<file path="src/hw/crs_pkg.sv">
package crs_pkg;

  // Special function register addresses
  localparam logic [7:0] ADDR_SP = 8'h81;
  localparam logic [7:0] ADDR_DPL = 8'h82;
  localparam logic [7:0] ADDR_DPH = 8'h83;
  localparam logic [7:0] ADDR_SECOND_POINTER_LOW = 8'h84;
  localparam logic [7:0] ADDR_SECOND_POINTER_HIGH = 8'h85;
  localparam logic [7:0] ADDR_PAGE = 8'h86;
  localparam logic [7:0] ADDR_IFC = 8'h8F;
  localparam logic [7:0] ADDR_ROUTE = 8'h91;
  localparam logic [7:0] ADDR_PSW = 8'hD0;
  localparam logic [7:0] ADDR_ACC = 8'hE0;
  localparam logic [7:0] ADDR_B = 8'hF0;

  // Values after reset
  localparam logic [7:0] RST_SP = 8'h07;
  localparam logic [7:0] RST_BYTE = 8'h00;
  localparam logic [15:0] RST_WORD = 16'h0000;

  // Status word field positions
  localparam int PSW_CY = 7;
  localparam int PSW_AC = 6;
  localparam int PSW_F0 = 5;
  localparam int PSW_RS_HI = 4;
  localparam int PSW_RS_LO = 3;
  localparam int PSW_OV = 2;
  localparam int PSW_F1 = 1;
  localparam int PSW_P = 0;

  // Interface control field positions and writable bits
  localparam int IFC_ITS = 7;
  localparam int IFC_CODE_PROTECT_FLAG = 6;
  localparam int IFC_ALE_HI = 3;
  localparam int IFC_ALE_LO = 2;
  localparam int IFC_XRAM_DISABLE = 1;
  localparam int IFC_IN_SYSTEM_PROG_ENABLE = 0;
  localparam logic [7:0] IFC_WR_MASK = 8'h8F;

  // Peripheral route register: pointer select and implemented bits
  localparam int ROUTE_DPS = 0;
  localparam logic [7:0] ROUTE_WR_MASK = 8'hBB;

  // Expanded RAM geometry
  localparam int XRAM_BYTES_DEFAULT = 1024;
  localparam int PAGE_BYTES = 256;
  localparam int BANK_SHIFT = 3;

  // Pin input synchroniser depth
  localparam int SYNC_STAGES = 3;

  typedef enum logic [1:0] {
    ALE_ALWAYS = 2'b00,
    ALE_OFF = 2'b01,
    ALE_ACCESS = 2'b10,
    ALE_RSVD = 2'b11
  } crs_ale_mode_type;

  typedef enum logic [1:0] {
    STK_NONE = 2'b00,
    STK_PUSH = 2'b01,
    STK_POP = 2'b11
  } crs_stack_op_type;

  typedef enum logic [1:0] {
    MATH_NONE = 2'b00,
    MATH_MUL = 2'b01,
    MATH_DIV = 2'b11
  } crs_math_op_type;

  typedef struct packed {
    logic wr;
    logic rd;
    logic [7:0] addr;
    logic [7:0] wdata;
  } crs_sfr_req_type;

  typedef struct packed {
    logic acc_load;
    logic [7:0] acc_data;
    logic flag_load;
    logic cy;
    logic ac;
    logic ov;
    crs_stack_op_type stack_op;
    crs_math_op_type math_op;
    logic data_pointer_load;
    logic [15:0] data_pointer_data;
    logic data_pointer_inc;
    logic xmove_go;
    logic xmove_indirect;
    logic xmove_write;
    logic [7:0] xmove_low;
  } crs_core_op_type;

  typedef struct packed {
    logic valid;
    logic write;
    logic internal;
    logic external;
    logic p2_drive;
    logic [15:0] addr;
  } crs_xbus_type;

endpackage

</file>
<file path="src/hw/crs_core_regs.sv">
// Notes on behaviour
// [RULE1] bank_select maps R0-R7 to 00H, 08H, 10H or 18H banks.
// [RULE2] Parity flag follows the operand register, giving even parity.
// [RULE3] Stack pointer holds 07H after reset.
// [RULE4] Stack pointer pre-increments on push or call; first byte at 08H.
// [RULE5] Data pointers are 16 bits, loaded whole or by byte halves.
// [RULE6] Select bit 1 picks second pointer, 0 picks the first.
// [RULE7] Pointer instructions read and update only the selected pointer.
// [RULE8] Indirect external moves take high byte from page register, reset 00H. Code takes it from PORT2_LATCH while xram_disable is 1.
// [RULE9] Each page spans 256 bytes.
// [RULE10] Pages beyond the 1K area drive the page value onto port 2.
// [RULE11] Pointer moves above 03FFH raise external memory control.
// [RULE12] Expanded RAM is reachable only by external moves.
// [RULE13] Timing select 0 gives 2T, 1 gives 1T; reset is 2T.
// [RULE14] Code protect flag is read-only status.
// [RULE15] Latch strobe: 00 toggles, 01 off, 10 on accesses, 11 reserved.
// [RULE16] xram_disable 0 enables the expanded RAM, 1 disables it.
// [RULE17] in_system_prog_enable 1 enables programming, 0 disables it.
// [RULE18] Multiply and divide use aux math register; otherwise scratch.
// [RULE19] User flags zero and one are free read-write bits.
// [RULE20] Operand register is the default source and destination.
// [RULE21] Arithmetic updates carry, half carry and overflow flags.
module crs_core_regs #(
  parameter int XRAM_BYTES = crs_pkg::XRAM_BYTES_DEFAULT
) (
  input wire logic REF_CLK,
  input wire logic RESETN,
  input crs_pkg::crs_sfr_req_type SFR_REQ,
  output logic [7:0] SFR_RDATA,
  output logic SFR_ACK,
  input crs_pkg::crs_core_op_type CORE_OP,
  input wire logic [7:0] PORT2_LATCH,
  input wire logic CODE_PROTECT_PIN,
  output logic [7:0] ACC_VALUE,
  output logic [7:0] B_VALUE,
  output logic [7:0] PSW_VALUE,
  output logic [7:0] SP_VALUE,
  output logic [7:0] STACK_ADDR,
  output logic [7:0] BANK_BASE,
  output logic [15:0] DATA_POINTER_VALUE,
  output crs_pkg::crs_xbus_type XBUS,
  output logic ALE_OUT,
  output logic TIMING_1T,
  output logic XRAM_ENABLE,
  output logic ISP_ENABLE
);
  import crs_pkg::*;

  // Expanded RAM limits derived from its size
  localparam logic [15:0] XRAM_TOP = 16'(XRAM_BYTES - 1);
  // [RULE9] page span
  localparam logic [7:0] PAGE_TOP = 8'(XRAM_BYTES / PAGE_BYTES - 1);

  // Size must be whole pages and fit the 16-bit external space
  if (XRAM_BYTES < PAGE_BYTES || XRAM_BYTES > 65536 ||
      (XRAM_BYTES % PAGE_BYTES) != 0) begin : g_bad_size
    $error("XRAM_BYTES must be a multiple of 256 up to 65536");
  end

  logic [7:0] acc;
  logic [7:0] b_reg;
  logic [7:1] program_status_word;
  logic parity;
  logic [7:0] sp;
  logic [7:0] stack_addr;
  logic [7:0] bank_base;
  logic [15:0] dptr0;
  logic [15:0] second_data_pointer;
  logic [15:0] data_pointer_active;
  logic [7:0] page;
  logic [7:0] ifc;
  logic [7:0] route;
  logic [SYNC_STAGES-1:0] code_protect_flag_sync;
  logic code_protect_flag;
  logic [7:0] rdata;
  logic ack;
  crs_xbus_type xbus;
  logic ale;

  logic [7:0] next_acc;
  logic [15:0] next_dptr0;
  logic [15:0] next_second_data_pointer;
  logic next_sel;
  logic [7:0] md_a;
  logic [7:0] md_b;
  logic md_cy;
  logic md_ov;
  logic math_busy;
  logic sel;
  logic xram_en;
  crs_ale_mode_type ale_mode;

  // True when the register bus writes the given address
  function automatic logic wr_hit(input crs_sfr_req_type req,
                                  input logic [7:0] addr);
    wr_hit = req.wr && (req.addr == addr);
  endfunction

  // True for every address this block answers
  function automatic logic is_mapped(input logic [7:0] addr);
    case (addr)
      ADDR_SP, ADDR_DPL, ADDR_DPH, ADDR_SECOND_POINTER_LOW, ADDR_SECOND_POINTER_HIGH, ADDR_PAGE,
      ADDR_IFC, ADDR_ROUTE, ADDR_PSW, ADDR_ACC, ADDR_B: begin
        is_mapped = 1'b1;
      end
      default: begin
        is_mapped = 1'b0;
      end
    endcase
  endfunction

  // Bank base address for R0 of the selected bank
  function automatic logic [7:0] bank_of(input logic [1:0] rs);
    bank_of = 8'({rs, 3'b000});
  endfunction

  assign sel = route[ROUTE_DPS];
  assign ale_mode = crs_ale_mode_type'(ifc[IFC_ALE_HI:IFC_ALE_LO]);
  assign math_busy = (CORE_OP.math_op != MATH_NONE);

  // [RULE18] multiply and divide against the aux math register
  crs_muldiv u_muldiv (
    .opa(acc),
    .opb(b_reg),
    .op(CORE_OP.math_op),
    .res_a(md_a),
    .res_b(md_b),
    .cy(md_cy),
    .ov(md_ov)
  );

  // Operand register next value; a register bus write beats the core
  always_comb begin
    next_acc = acc;
    if (wr_hit(SFR_REQ, ADDR_ACC)) begin
      next_acc = SFR_REQ.wdata;
    end else if (math_busy) begin
      next_acc = md_a;
    end else if (CORE_OP.acc_load) begin
      // [RULE20] default destination
      next_acc = CORE_OP.acc_data;
    end
  end

  // Operand register with its parity kept alongside
  always_ff @(posedge REF_CLK or negedge RESETN) begin
    if (!RESETN) begin
      acc <= RST_BYTE;
      parity <= 1'b0;
    end else begin
      acc <= next_acc;
      // [RULE2] even parity flag
      parity <= ^next_acc;
    end
  end

  // Aux math register, scratch storage unless a multiply or divide runs
  always_ff @(posedge REF_CLK or negedge RESETN) begin
    if (!RESETN) begin
      b_reg <= RST_BYTE;
    end else if (wr_hit(SFR_REQ, ADDR_B)) begin
      b_reg <= SFR_REQ.wdata;
    end else if (math_busy) begin
      // [RULE18] second operand and result
      b_reg <= md_b;
    end
  end

  // Status word; parity is never written, it tracks the operand
  always_ff @(posedge REF_CLK or negedge RESETN) begin
    if (!RESETN) begin
      program_status_word <= RST_BYTE[7:1];
      bank_base <= RST_BYTE;
    end else if (wr_hit(SFR_REQ, ADDR_PSW)) begin
      // [RULE19] user flags stored as written
      program_status_word <= SFR_REQ.wdata[7:1];
      // [RULE1] bank base from select
      bank_base <= bank_of(SFR_REQ.wdata[PSW_RS_HI:PSW_RS_LO]);
    end else if (math_busy) begin
      program_status_word[PSW_CY] <= md_cy;
      program_status_word[PSW_OV] <= md_ov;
    end else if (CORE_OP.flag_load) begin
      // [RULE21] arithmetic flag update
      program_status_word[PSW_CY] <= CORE_OP.cy;
      program_status_word[PSW_AC] <= CORE_OP.ac;
      program_status_word[PSW_OV] <= CORE_OP.ov;
    end
  end

  // Stack pointer; pop reads the top before it moves down
  always_ff @(posedge REF_CLK or negedge RESETN) begin
    if (!RESETN) begin
      // [RULE3] reset value
      sp <= RST_SP;
      stack_addr <= RST_SP;
    end else if (wr_hit(SFR_REQ, ADDR_SP)) begin
      sp <= SFR_REQ.wdata;
      stack_addr <= SFR_REQ.wdata;
    end else begin
      case (CORE_OP.stack_op)
        STK_PUSH: begin
          // [RULE4] increment before write
          sp <= 8'(sp + 8'h01);
          stack_addr <= 8'(sp + 8'h01);
        end
        STK_POP: begin
          stack_addr <= sp;
          sp <= 8'(sp - 8'h01);
        end
        default: begin
        end
      endcase
    end
  end

  // Both pointers; byte writes reach either by address
  always_comb begin
    next_dptr0 = dptr0;
    next_second_data_pointer = second_data_pointer;
    // [RULE5] whole or byte-wise loading
    if (wr_hit(SFR_REQ, ADDR_DPL)) begin
      next_dptr0[7:0] = SFR_REQ.wdata;
    end
    if (wr_hit(SFR_REQ, ADDR_DPH)) begin
      next_dptr0[15:8] = SFR_REQ.wdata;
    end
    if (wr_hit(SFR_REQ, ADDR_SECOND_POINTER_LOW)) begin
      next_second_data_pointer[7:0] = SFR_REQ.wdata;
    end
    if (wr_hit(SFR_REQ, ADDR_SECOND_POINTER_HIGH)) begin
      next_second_data_pointer[15:8] = SFR_REQ.wdata;
    end
    // [RULE7] core touches the selected pointer only
    if (!SFR_REQ.wr) begin
      if (CORE_OP.data_pointer_load) begin
        if (sel) begin
          next_second_data_pointer = CORE_OP.data_pointer_data;
        end else begin
          next_dptr0 = CORE_OP.data_pointer_data;
        end
      end else if (CORE_OP.data_pointer_inc) begin
        if (sel) begin
          next_second_data_pointer = 16'(second_data_pointer + 16'h0001);
        end else begin
          next_dptr0 = 16'(dptr0 + 16'h0001);
        end
      end
    end
  end

  // Pointer select as it stands after this cycle
  always_comb begin
    next_sel = sel;
    if (wr_hit(SFR_REQ, ADDR_ROUTE)) begin
      next_sel = SFR_REQ.wdata[ROUTE_DPS];
    end
  end

  // Pointer storage and the registered active copy
  always_ff @(posedge REF_CLK or negedge RESETN) begin
    if (!RESETN) begin
      dptr0 <= RST_WORD;
      second_data_pointer <= RST_WORD;
      data_pointer_active <= RST_WORD;
    end else begin
      dptr0 <= next_dptr0;
      second_data_pointer <= next_second_data_pointer;
      // [RULE6] select bit chooses pointer
      data_pointer_active <= next_sel ? next_second_data_pointer : next_dptr0;
    end
  end

  // Page, interface control and route registers
  always_ff @(posedge REF_CLK or negedge RESETN) begin
    if (!RESETN) begin
      // [RULE8] page 0 after reset
      page <= RST_BYTE;
      ifc <= RST_BYTE;
      xram_en <= 1'b1;
      route <= RST_BYTE;
    end else begin
      if (wr_hit(SFR_REQ, ADDR_PAGE)) begin
        page <= SFR_REQ.wdata;
      end
      if (wr_hit(SFR_REQ, ADDR_IFC)) begin
        // [RULE14] protect bit not writable
        ifc <= SFR_REQ.wdata & IFC_WR_MASK;
        // Own flop so the enable output needs no inverter
        xram_en <= ~SFR_REQ.wdata[IFC_XRAM_DISABLE];
      end
      if (wr_hit(SFR_REQ, ADDR_ROUTE)) begin
        route <= SFR_REQ.wdata & ROUTE_WR_MASK;
      end
    end
  end

  // Code protect level from the flash option pin, three stages
  always_ff @(posedge REF_CLK or negedge RESETN) begin
    if (!RESETN) begin
      code_protect_flag_sync <= '0;
    end else begin
      code_protect_flag_sync <= {code_protect_flag_sync[SYNC_STAGES-2:0], CODE_PROTECT_PIN};
    end
  end

  // Accept a change only when the last two stages agree
  always_ff @(posedge REF_CLK or negedge RESETN) begin
    if (!RESETN) begin
      code_protect_flag <= 1'b0;
    end else if (code_protect_flag_sync[2] == code_protect_flag_sync[1]) begin
      code_protect_flag <= code_protect_flag_sync[2];
    end
  end

  // Register bus read port; reads see state before this cycle's write
  always_ff @(posedge REF_CLK or negedge RESETN) begin
    if (!RESETN) begin
      rdata <= RST_BYTE;
      ack <= 1'b0;
    end else begin
      ack <= (SFR_REQ.rd || SFR_REQ.wr) && is_mapped(SFR_REQ.addr);
      // Unmapped and write-only cycles return zero
      rdata <= RST_BYTE;
      if (SFR_REQ.rd) begin
        case (SFR_REQ.addr)
          ADDR_SP: rdata <= sp;
          ADDR_DPL: rdata <= dptr0[7:0];
          ADDR_DPH: rdata <= dptr0[15:8];
          ADDR_SECOND_POINTER_LOW: rdata <= second_data_pointer[7:0];
          ADDR_SECOND_POINTER_HIGH: rdata <= second_data_pointer[15:8];
          ADDR_PAGE: rdata <= page;
          // [RULE14] protect status read back
          ADDR_IFC: rdata <= {ifc[7], code_protect_flag, ifc[5:0]};
          ADDR_ROUTE: rdata <= route;
          ADDR_PSW: rdata <= {program_status_word, parity};
          ADDR_ACC: rdata <= acc;
          ADDR_B: rdata <= b_reg;
          default: rdata <= RST_BYTE;
        endcase
      end
    end
  end

  // External move address decode, one request per pulse.
  // Internal direct and indirect moves have no path here, so the expanded
  // RAM is never aliased into the direct or indirect data space.
  always_ff @(posedge REF_CLK or negedge RESETN) begin
    if (!RESETN) begin
      xbus <= '0;
    end else begin
      xbus.valid <= 1'b0;
      // [RULE12] only external moves decode here
      if (CORE_OP.xmove_go) begin
        xbus.valid <= 1'b1;
        xbus.write <= CORE_OP.xmove_write;
        if (CORE_OP.xmove_indirect) begin
          // [RULE8] page register supplies high byte
          if (xram_en) begin
            xbus.addr <= {page, CORE_OP.xmove_low};
            xbus.internal <= (page <= PAGE_TOP);
            xbus.external <= (page > PAGE_TOP);
            // [RULE10] page value driven on port 2
            xbus.p2_drive <= (page > PAGE_TOP);
          end else begin
            // Disabled RAM: port 2 latch holds the high byte
            xbus.addr <= {PORT2_LATCH, CORE_OP.xmove_low};
            xbus.internal <= 1'b0;
            xbus.external <= 1'b1;
            xbus.p2_drive <= 1'b0;
          end
        end else begin
          xbus.addr <= data_pointer_active;
          // [RULE11] external control above the RAM top
          xbus.internal <= xram_en && (data_pointer_active <= XRAM_TOP);
          xbus.external <= !(xram_en && (data_pointer_active <= XRAM_TOP));
          xbus.p2_drive <= 1'b0;
        end
      end
    end
  end

  // Address latch strobe policy; reserved code behaves as off
  always_ff @(posedge REF_CLK or negedge RESETN) begin
    if (!RESETN) begin
      ale <= 1'b0;
    end else begin
      // [RULE15] strobe output policy
      case (ale_mode)
        ALE_ALWAYS: ale <= ~ale;
        ALE_OFF: ale <= 1'b0;
        ALE_ACCESS: begin
          ale <= CORE_OP.xmove_go && !(CORE_OP.xmove_indirect ?
                 (xram_en && page <= PAGE_TOP) :
                 (xram_en && data_pointer_active <= XRAM_TOP));
        end
        default: ale <= 1'b0;
      endcase
    end
  end

  // Every output is a flip-flop or a bit of one
  assign SFR_RDATA = rdata;
  assign SFR_ACK = ack;
  assign ACC_VALUE = acc;
  assign B_VALUE = b_reg;
  assign PSW_VALUE = {program_status_word, parity};
  assign SP_VALUE = sp;
  assign STACK_ADDR = stack_addr;
  assign BANK_BASE = bank_base;
  assign DATA_POINTER_VALUE = data_pointer_active;
  assign XBUS = xbus;
  assign ALE_OUT = ale;
  // [RULE13] instruction timing mode
  assign TIMING_1T = ifc[IFC_ITS];
  // [RULE16] expanded RAM enable
  assign XRAM_ENABLE = xram_en;
  // [RULE17] programming function enable
  assign ISP_ENABLE = ifc[IFC_IN_SYSTEM_PROG_ENABLE];

endmodule

</file>
<file path="src/hw/crs_muldiv.sv">
module crs_muldiv (
  input wire logic [7:0] opa,
  input wire logic [7:0] opb,
  input crs_pkg::crs_math_op_type op,
  output logic [7:0] res_a,
  output logic [7:0] res_b,
  output logic cy,
  output logic ov
);
  import crs_pkg::*;

  logic [15:0] product;

  // Single-cycle multiply and divide on the operand pair
  always_comb begin
    product = 16'(opa) * 16'(opb);
    res_a = opa;
    res_b = opb;
    cy = 1'b0;
    ov = 1'b0;
    case (op)
      MATH_MUL: begin
        res_a = product[7:0];
        res_b = product[15:8];
        ov = |product[15:8];
      end
      MATH_DIV: begin
        // Divide by zero keeps both operands, only flags the error
        if (opb == 8'h00) begin
          ov = 1'b1;
        end else begin
          res_a = opa / opb;
          res_b = opa % opb;
        end
      end
      default: begin
      end
    endcase
  end

endmodule

</file>
<file path="config.mk">
export PLATFORM = sky130hd
export DESIGN_NAME = crs_core_regs
export DESIGN_NICKNAME = d
export VERILOG_FILES = /design/src/hw/crs_pkg.sv /design/src/hw/crs_core_regs.sv /design/src/hw/crs_muldiv.sv
export SDC_FILE = /design/constraint.sdc
export NUM_CORES = 1
export LEC_CHECK = 0
export BUFFER_PORTS_ARGS = -buffer_cell sky130_fd_sc_hd__buf_2
export CORE_MARGIN = 2
export CORE_UTILIZATION = 45
export CTS_BUF_LIST = sky130_fd_sc_hd__clkbuf_4 sky130_fd_sc_hd__clkbuf_8
export CTS_CLUSTER_DIAMETER = 30
export DETAILED_ROUTE_END_ITERATION = 6
export PLACE_DENSITY = 0.67
export SYNTH_ARGS = -nofsm -noshare
export SYNTH_HDL_FRONTEND = slang
export SYNTH_HIERARCHICAL = 1
export SYNTH_SLANG_ARGS = --single-unit
</file>
<file path="constraint.sdc">
create_clock -name REF_CLK -period 12.1 [get_ports REF_CLK]
set_input_delay 1.21 -clock REF_CLK [delete_from_list [all_inputs] [get_ports REF_CLK]]
set_output_delay 1.21 -clock REF_CLK [all_outputs]
set_load 0.1 [all_outputs]
</file>
Word level (Yosys, flattened, before mapping). Cells that the tools add are included.

Add/sub/neg operators: 4. Multipliers: 1. Div/mod/pow operators: 2. Magnitude comparators: 3. Equal/unequal tests: 19. Shift operators: 0. Multiplexer cells: 46. Bitwise gates (word level): 2. Reduce and logical (&&, ||, !) cells: 31.

Operators with widths (number): $mux W16 (11); $mux W8 (14); $eq A8 B8 Y1 const B (11); $pmux W8 S11 (1); $pmux W8 S2 (4); $mux W19 (2); $add A16 B1 Y16 const B (2); $mux W21 (1); $le A16 B10 Y1 const B (1); $mul A8 B8 Y16 (1); $logic_and A1 B1 Y1 (15); $reduce_or A11 Y1 (1); $mux W1 (9); $reduce_bool A3 Y1 (3); $add A8 B1 Y8 const B (1); $div A8 B8 Y8 (1); $gt A8 B2 Y1 const B (1); $le A8 B2 Y1 const B (1); $logic_not A8 Y1 (1); $mod A8 B8 Y8 (1); $reduce_or A8 Y1 (1); $reduce_xor A8 Y1 (1); $sub A8 B1 Y8 const B (1); $eq A2 B2 Y1 const B (3); other kinds (13) (20).

Register bits after elaboration: 145. Latch bits: 0. Memory bits (writable): 0. ROM bits: 0. Input bits: 75. Output and inout bits: 98. Word-level logic and storage cells: 135. Memories: 0.

Longest topological paths before layout. Gate-level depths: netlist of the first run.

Depth after elaboration: 8. Gate-level depth with buffers: 56.

By module. Netlist of the first run, hierarchy kept.

Modules (own cells, without submodules): crs_core_regs (instances 1, cells each 970, area each 8936.1 µm²); crs_muldiv (instances 1, cells each 575, area each 4339.2 µm²).

Least setup slack after synthesis of the first run. Ideal clock, no wire load.

Path kind: register to register. Start point: register b_reg[0] (netlist: B_VALUE[0]). End point: register parity. Library setup time: 134 ps. Data arrival time: 12016 ps. Required time: 11966 ps. Slack: -50 ps. Stages on the path, launching flop included: 54. Path buffers: 3. Clock period less this slack: 12150 ps. Cells stage by stage: dfrtp_1 -> inv_1 -> ha_1 -> nor3b_1 -> a31oi_1 -> a31oi_1 -> ha_1 -> o21a_1 -> o211ai_1 -> o31ai_1 -> ha_1 -> a21oi_1 -> a2111oi_4 -> nor4_1 -> a31o_2 -> o21bai_1 -> ha_1 -> a21bo_1 -> (+18 left out) -> a2111oi_2 -> a31oi_1 -> or2_1 -> buf_4 -> nor3_1 -> a21o_1 -> ha_1 -> nor2b_1 -> o2111ai_1 -> nand4b_1 -> o311a_1 -> nor2_1 -> o2bb2ai_1 -> a22o_1 -> a21oi_1 -> o21ai_1 -> xor2_1 -> xnor3_1.

Word-level cells in the longest chain between the ends: 6. Elaborated cells between the ends (all ways): 8.

Ends and longest elaborated chain: start, declared (line crs_core_regs.sv:61) `logic [7:0] b_reg;`; start signal, assigned (line crs_core_regs.sv:162) `b_reg <= SFR_REQ.wdata;`; start signal, assigned (line crs_core_regs.sv:165) `b_reg <= md_b;`; $div A8 B8 Y8 or $logic_not A8 Y1 (tied branches) (line crs_muldiv.sv:32, crs_muldiv.sv:29); $mux W8 (line crs_muldiv.sv:29) `if (opb == 8'h00) begin`; $pmux W8 S2 * (line crs_muldiv.sv:21) `case (op)`; named net md_a[0] (line crs_core_regs.sv:84) `logic [7:0] md_a;`; $mux W8 * (line crs_core_regs.sv:137) `end else if (math_busy) begin`; $mux W8 * (line crs_core_regs.sv:135) `if (wr_hit(SFR_REQ, ADDR_ACC)) begin`; named net next_acc[0] (line crs_core_regs.sv:80) `logic [7:0] next_acc;`; $reduce_xor A8 Y1 * (line crs_core_regs.sv:153) `parity <= ^next_acc;`; end signal, assigned (line crs_core_regs.sv:153); end, declared (line crs_core_regs.sv:63) `logic parity;`.

Mark *: on every way through the listed nets, which the timed path passes. The rest lies on a longest branch. A chain may end at the register's enable or synchronous reset.

Worst setup path in the final report of the first run.
Start point: register b_reg[7] (netlist: B_VALUE[7]). End point: register b_reg[2] (netlist: B_VALUE[2]).

Word-level cells in the longest chain between the ends: 5. Elaborated cells between the ends (all ways): 9.

Ends and longest elaborated chain: $mod A8 B8 Y8 (line crs_muldiv.sv:33) `res_b = opa % opb;`; $mux W8 (line crs_muldiv.sv:29); $pmux W8 S2 * (line crs_muldiv.sv:21); named net md_b[2] (line crs_core_regs.sv:85) `logic [7:0] md_b;`; $mux W8 * (line crs_core_regs.sv:163) `end else if (math_busy) begin`; $mux W8 * (line crs_core_regs.sv:161) `end else if (wr_hit(SFR_REQ, ADDR_B)) begin`.

Mark *: on every way through the listed nets, which the timed path passes. The rest lies on a longest branch. The select of a mux whose other input is x is not followed.

==> summary.md, run 1 <==
| Metric | Value |
|---|---|
| Nets@finish | `roughly 1900` |
| # IOs | `173` |
| Starting Density | `approximately 46%` |
| Period utilization | `a little over nine tenths` |
| Area of the die | `a little over 30000 µm²` |
| Relative slew slack | `a little under two fifths` |
| P&R area growth vs syn | `14.5%` |
| Minimum clock period | `approximately 12 ns` |
| First-pass GRT wire length | `around 73000 µm` |
| Syn Inst Count | `1545` |
| GRT Total Usage | `30.7%` |
| Final Max Tran Viols | `0` |
| TritonRoute pass-1 iters | `6` |
| # hold bufs at CTS | `0` |
| Via count | `around 13000` |
| CP Class | `reg2reg` |
| Post-Syn Area | `13300 µm²` |
| Clk buf depth | `2` |
| Hold Crit Class | `reg2reg` |
| Largest net degree at the start of global routing | `just over 80` |
| Post-synth top area cell | `dfrtp_1` |
| Share of post-route cells with drive strength above 1 | `22.0%` |
| CP Capture Type | `flip-flop` |
| Cts bufs inserted | `17` |
| Final setup TNS | `0 ns` |
| Ant diodes | `0` |
| Mean Syn Cell Area | `8.59 µm²` |
| Routability cong. | `0.987` |
| Post-synth ARST share | `100%` |
| Depth of the CTS H-tree | `4` |
| Clk_lat worst skew | `around 0.47 ns` |
| Critical Path AT | `11.85 ns` |
| Core Region | `about 29000 µm²` |
| CTS tree | `yes` |
| Place WS | `roughly 0.074 ns` |
| Wire per inst | `approximately 23 µm` |
| Register bit total from synthesis | `143` |
| Synth area leaders | `dfrtp_1 (26%), ha_1 (7.9%), fa_1 (5.6%)` |
| CP max stage delay | `between 0.4 and 0.5 ns` |
| Final WS setup | `around 0.55 ns` |
| Max Cap Viol | `0` |
| EDFF count, synth | `0` |
| Cell row count | `just over 60` |
| CTS Sinks | `143` |
| Detailed Route WL | `~48000 µm` |
| Final instance area | `around 15000 µm²` |
| Data required time at the worst endpoint | `12.40 ns` |
| Least-Margin Pin Slew | `roughly 0.90 ns` |
| Startpoint Class | `flip-flop` |
| Worst Clk Skew | `approximately 0.025 ns` |
| CP dominant cell by count | `buf_4` |
| Post-synthesis sequential area ratio | `between 20 and 30%` |
| Final Hold Vio Count | `0` |
| Final hold slack | `approximately 0.36 ns` |
| Number of global-route vias before repair | `~13000` |
| Crit Path Max Fanout | `8` |
| IO Port Bufs | `166` |
| Post-synth top area share | `25.6%` |
| # DRC | `0` |
| Chip Height | `around 180 µm` |
| Synth warn | `6` |
| Outcome | `finished, final reports clean` |
| Crit-path slowest cell | `dfrtp_1` |
| Final setup violation count | `0` |
| FMAX | `slightly below 90 MHz` |
| Post-DP HPWL | `roughly 35000 µm` |
| Initial antenna violation count | `0` |
| Post-placement cell area | `approximately 14000 µm²` |
| Synth Flop Type | `dfrtp_1` |
| CTS Root Cell | `clkbuf_8` |
| ANT nets after route | `0` |
| Total gr overflow | `0` |
| Distinct cells, synth | `between 100 and 150` |
| Iter 0 DRT Violations | `between 1500 and 2000` |
| Chip width | `~180 µm` |
| Routed vias/inst | `~6.3` |
| Clock slew at reported path FFs | `0.09 ns` |
routing by layer:
metal | track usage, % | vias up | part of all wire, %
met3 | 5.82 | 152 | 9.4
met4 | 13.7 | 0 | 4.6
met1 | 44.0 | 6318 | 44
met2 | 44.8 | 743 | 42
li1 | - | 5868 | -
met5 | 0 | - | 0
area by class of cell:
type / count / area [µm²]
clock buffer: 17 / 234
clock inverter: 15 / 191
fill: 2731 / 13700
inverter: 94 / 353
multi-input combinational: 1216 / 9160
sequential: 143 / 3590
tap: 384 / 480
timing repair buffer: 213 / 1190
worst max-delay path: cells and delay by family, from the launching register on:
kind / cells / cell delay [ns]
AO/OA/AOI/OAI: 25 / 5.31
buffers and inverters: 6 / 0.99
multiplexers: 3 / 0.65
AND/OR/NAND/NOR: 7 / 1.74
adder cells (fa/ha/maj): 7 / 2.21
flip-flops: 1 / 0.49
stage by stage:
step / utilization, % / instances
floorplan: - / 1550
global placement: 50.1 / 2039
detailed placement: 50.1 / 2039
CTS: 51.5 / 2071
global route: 52.7 / 2082
finish: 52.7 / 2082
worst paths after layout:
kind	startpoint	to	slack, ns	cells past startpoint
worst max register to register	B_VALUE[7]$_DFFE_PN0P_	B_VALUE[2]$_DFFE_PN0P_	0.55	48
worst min register to register	code_protect_flag_sync[0]$_DFF_PN0_	code_protect_flag_sync[1]$_DFF_PN0_	0.36	0
max in group asynchronous	RESETN	B_VALUE[0]$_DFFE_PN0P_	9.95	2
worst min-delay path	code_protect_flag_sync[0]$_DFF_PN0_	code_protect_flag_sync[1]$_DFF_PN0_	0.36	0
worst max-delay path	B_VALUE[7]$_DFFE_PN0P_	B_VALUE[2]$_DFFE_PN0P_	0.55	48
min in group asynchronous	RESETN	dptr0[3]$_DFF_PN0_	0.75	1
synth_stat cells (13+ instances only):
cell and instances:
o21ai_0 94, mux2_2 55, xor2_1 25, dfrtp_1 136, or3_1 13, clkbuf_1 64, nor3_1 37, a21o_1 14
a21oi_1 87, a221oi_1 17, fa_1 37, nand3_1 40, mux2i_1 74, nor2b_1 13, nand2_1 142, o22ai_1 18
ha_1 84, nor2_1 138, xnor2_1 33, inv_1 91, a22oi_1 19, o211ai_1 13, a31oi_1 16, and3_1 17
sequential cells by signal, indices dropped and copies added (netlist names):
signal                  flops
ACC_VALUE                   8
ALE_OUT                     1
B_VALUE                     8
DATA_POINTER_VALUE         16
SFR_ACK                     1
SFR_RDATA                   8
SP_VALUE                    8
STACK_ADDR                  8
XBUS                       21
XRAM_ENABLE                 1
code_protect_flag           1
code_protect_flag_sync      3
dptr0                      16
ifc                         5
page                        8
parity                      1
program_status_word         7
route                       6
second_data_pointer        16
cells in the final DEF, fill, tap and decap left out, types with 8 or more instances in the layout:
cell type	instances
a211oi_1	8
a21o_1	13
a21oi_1	86
a221oi_1	17
a22o_1	8
a22oi_1	19
a31oi_1	15
and2_1	11
and3_1	17
buf_2	165
buf_4	46
clkbuf_8	17
dfrtp_1	135
fa_1	37
ha_1	77
inv_1	90
mux2_2	53
mux2i_1	71
nand2_1	142
nand2b_1	12
nand3_1	40
nand4_1	12
nor2_1	136
nor2b_1	13
nor3_1	36
o211ai_1	13
o21a_1	12
o21ai_0	93
o221ai_1	9
o22ai_1	18
or3_1	13
xnor2_1	33
xor2_1	25
cell families after synthesis:
logic type,synth area share [%]
other,0.0566
AND/OR/NAND/NOR,18.4
multiplexers,10.4
buffers and inverters,5.94
flip-flops,27.0
AO/OA/AOI/OAI,20.6
XOR/XNOR,4.00
adder cells (fa/ha/maj),13.6
what timing repair did:
item,in CTS,in global routing
gates resized for setup,0,42
endpoints found under the setup margin,0,10
buffers inserted,0,10
Power of run 1 is not shown: default switching activity piles up to over one toggle a cycle in this logic, so the estimate is an artifact.
==> inputs of run 2 (changes only) <==
--- a/config.mk
+++ b/config.mk
@@ -6,12 +6,14 @@
 export NUM_CORES = 1
 export LEC_CHECK = 0
 export BUFFER_PORTS_ARGS = -buffer_cell sky130_fd_sc_hd__buf_2
+export CELL_PAD_IN_SITES_DETAIL_PLACEMENT = 1
+export CELL_PAD_IN_SITES_GLOBAL_PLACEMENT = 1
 export CORE_MARGIN = 2
-export CORE_UTILIZATION = 45
+export CORE_UTILIZATION = 42
 export CTS_BUF_LIST = sky130_fd_sc_hd__clkbuf_4 sky130_fd_sc_hd__clkbuf_8
 export CTS_CLUSTER_DIAMETER = 30
 export DETAILED_ROUTE_END_ITERATION = 6
-export PLACE_DENSITY = 0.67
+export PLACE_DENSITY_LB_ADDON = 0.1
 export SYNTH_ARGS = -nofsm -noshare
 export SYNTH_HDL_FRONTEND = slang
 export SYNTH_HIERARCHICAL = 1
==> run 2 against run 1 <==
Effect of this change: final cell count grew 1.2%; first-iteration DRC count fell by 24%; utilization is 4.2 points lower; via count down 0.26%; sequential share of layout area barely moved; worst setup slack worse by 0.073 ns; flip-flop and latch count did not move; non-clock buffer count is 5 higher; register-to-register slack got worse by 0.07 ns; die area increased by 7.0%; clock skew decreased by 0.0073 ns; maximum frequency decreased by 0.62%.
==> summary.md, run 2 (synthesis results as in run 1) <==
| Metric | Value |
|---|---|
| Final hold slack | `about 0.35 ns` |
| Period utilization | `a little over nine tenths` |
| Hold Crit Class | `reg2reg` |
| Clk buf depth | `2` |
| Post-DP HPWL | `39500 µm` |
| Initial antenna violation count | `0` |
| Critical Path AT | `12.00 ns` |
| Final Max Tran Viols | `0` |
| Global-route met2 utilization | `46.6%` |
| Relative slew slack | `approximately a third` |
| Iter 0 DRT Violations | `~1300` |
| CP Class | `reg2reg` |
| Final setup violation count | `0` |
| CP Capture Type | `flip-flop` |
| Met1 Use GR | `between 40% and 50%` |
| Total gr overflow | `0` |
| Routed vias/inst | `approximately 6.2` |
| Max Cap Viol | `0` |
| Largest register FFs | `21` |
| P&R area growth vs syn | `14.3%` |
| Least-Margin Pin Slew | `just under 1 ns` |
| # DRC | `0` |
| Crit Path Max Fanout | `10` |
| Chip width | `between 150 and 200 µm` |
| Data required time at the worst endpoint | `12.48 ns` |
| CTS tree | `yes` |
| Detailed Route WL | `about 53000 µm` |
| Cts bufs inserted | `17` |
| Clock slew at reported path FFs | `0.10 ns` |
| Area of the die | `about 33000 µm²` |
| Nets@finish | `1886` |
| Depth of the CTS H-tree | `4` |
| Via count | `between 10000 and 15000` |
| Flop-to-flop setup slack | `0.48 ns` |
| Starting Density | `around 42%` |
| Final setup TNS | `0 ns` |
| Share of post-route cells with drive strength above 1 | `between 20% and 30%` |
| Met3 GRT Util | `a little over 8%` |
| First-pass GRT wire length | `around 80000 µm` |
| Wire per inst | `25.1 µm` |
| TritonRoute pass-1 iters | `7` |
| Outcome | `finished, final reports clean` |
| CP max stage delay | `0.49 ns` |
| Clk_lat worst skew | `approximately 0.5 ns` |
| Cell row count | `between 60 and 70` |
| Commonest non-fill, non-tap cell in the layout | `buf_2` |
| Core Region | `approximately 31000 µm²` |
| CTS Root Cell | `clkbuf_8` |
| Routability cong. | `roughly 0.92` |
| Startpoint Class | `flip-flop` |
| ANT nets after route | `0` |
| CTS Sinks | `roughly 140` |
| Crit-path slowest cell | `a2111oi_4` |
| CP dominant cell by count | `ha_1` |
| Most frequent cells in the layout | `buf_2 (165), nand2_1 (142), nor2_1 (136), dfrtp_1 (135), o21ai_0 (93)` |
| Number of global-route vias before repair | `between 10000 and 15000` |
| Final Hold Vio Count | `0` |
| Worst Clk Skew | `about 0.018 ns` |
| Minimum clock period | `approximately 12 ns` |
| IO Port Bufs | `between 150 and 200` |
| FMAX | `~86 MHz` |
| Largest net degree at the start of global routing | `91` |
| # IOs | `~170` |
| GR peak layer | `met1` |
| GRT Total Usage | `about a third` |
| Chip Height | `182 µm` |
| # hold bufs at CTS | `0` |
-- run 2: changes by cell type in the layout (fill, tap and decap cells not counted), moves of 3 or more --
cell / change
inv_8: -4
a21oi_2: +3
buf_4: +6
ha_1: +3
a21oi_1: -3
-- run 2: critical path, delay by kind of cell, from the launching register on --
family	cells	cell delay [ns]
flops	1	0.42
compound gates	26	5.34
simple gates	9	1.53
mux	2	0.53
buf+inv	7	0.85
fa+ha+maj	8	2.30
xor+xnor	2	0.52
-- run 2: metal layers --
metal / vias up / wire [µm]
met3: 66 / 4690
met1: 6544 / 25000
met5: - / 0
met4: 0 / 992
li1: 5877 / -
met2: 560 / 22200
-- run 2: cell type report --
cell class / count / area (µm²)
well taps: 402 / 503
fillers: 3778 / 16100
inverters: 94 / 353
flip-flops and latches: 143 / 3590
clock buffers: 18 / 248
clock inverters: 13 / 128
diodes: 2 / 5.00
repair buffers: 218 / 1230
multi-input cells: 1216 / 9120
-- run 2: final timing paths --
check	to	from	cells after the start
hold reg to reg	code_protect_flag_sync[1]$_DFF_PN0_	code_protect_flag_sync[0]$_DFF_PN0_	0
setup / recovery	parity$_DFF_PN0_	B_VALUE[0]$_DFFE_PN0P_	54
min in group asynchronous	XBUS[19]$_DFFE_PN0P_	RESETN	1
setup reg to reg	parity$_DFF_PN0_	B_VALUE[0]$_DFFE_PN0P_	54
hold / removal	code_protect_flag_sync[1]$_DFF_PN0_	code_protect_flag_sync[0]$_DFF_PN0_	0
max in group asynchronous	B_VALUE[0]$_DFFE_PN0P_	RESETN	2
-- run 2: through the flow --
stage	utilization, %	cells	instance area [µm²]	setup WS [ns]
2_1_floorplan	-	1550	13300	0.381
5_1_grt	48.5	2104	15200	-0.0725
3_3_place_gp	46.2	2058	14500	0.197
4_1_cts	47.5	2091	14900	0.0571
6_report	48.5	2106	15200	0.479
3_5_place_dp	46.2	2058	14500	-0.280
-- run 2: timing repair --
item                                    4_1_cts  5_1_grt
resized for setup                             4       36
buffers inserted                              2       13
endpoints found under the setup margin        7       10
pin swaps                                     2       17
Power of run 2 is left out for the same reason.
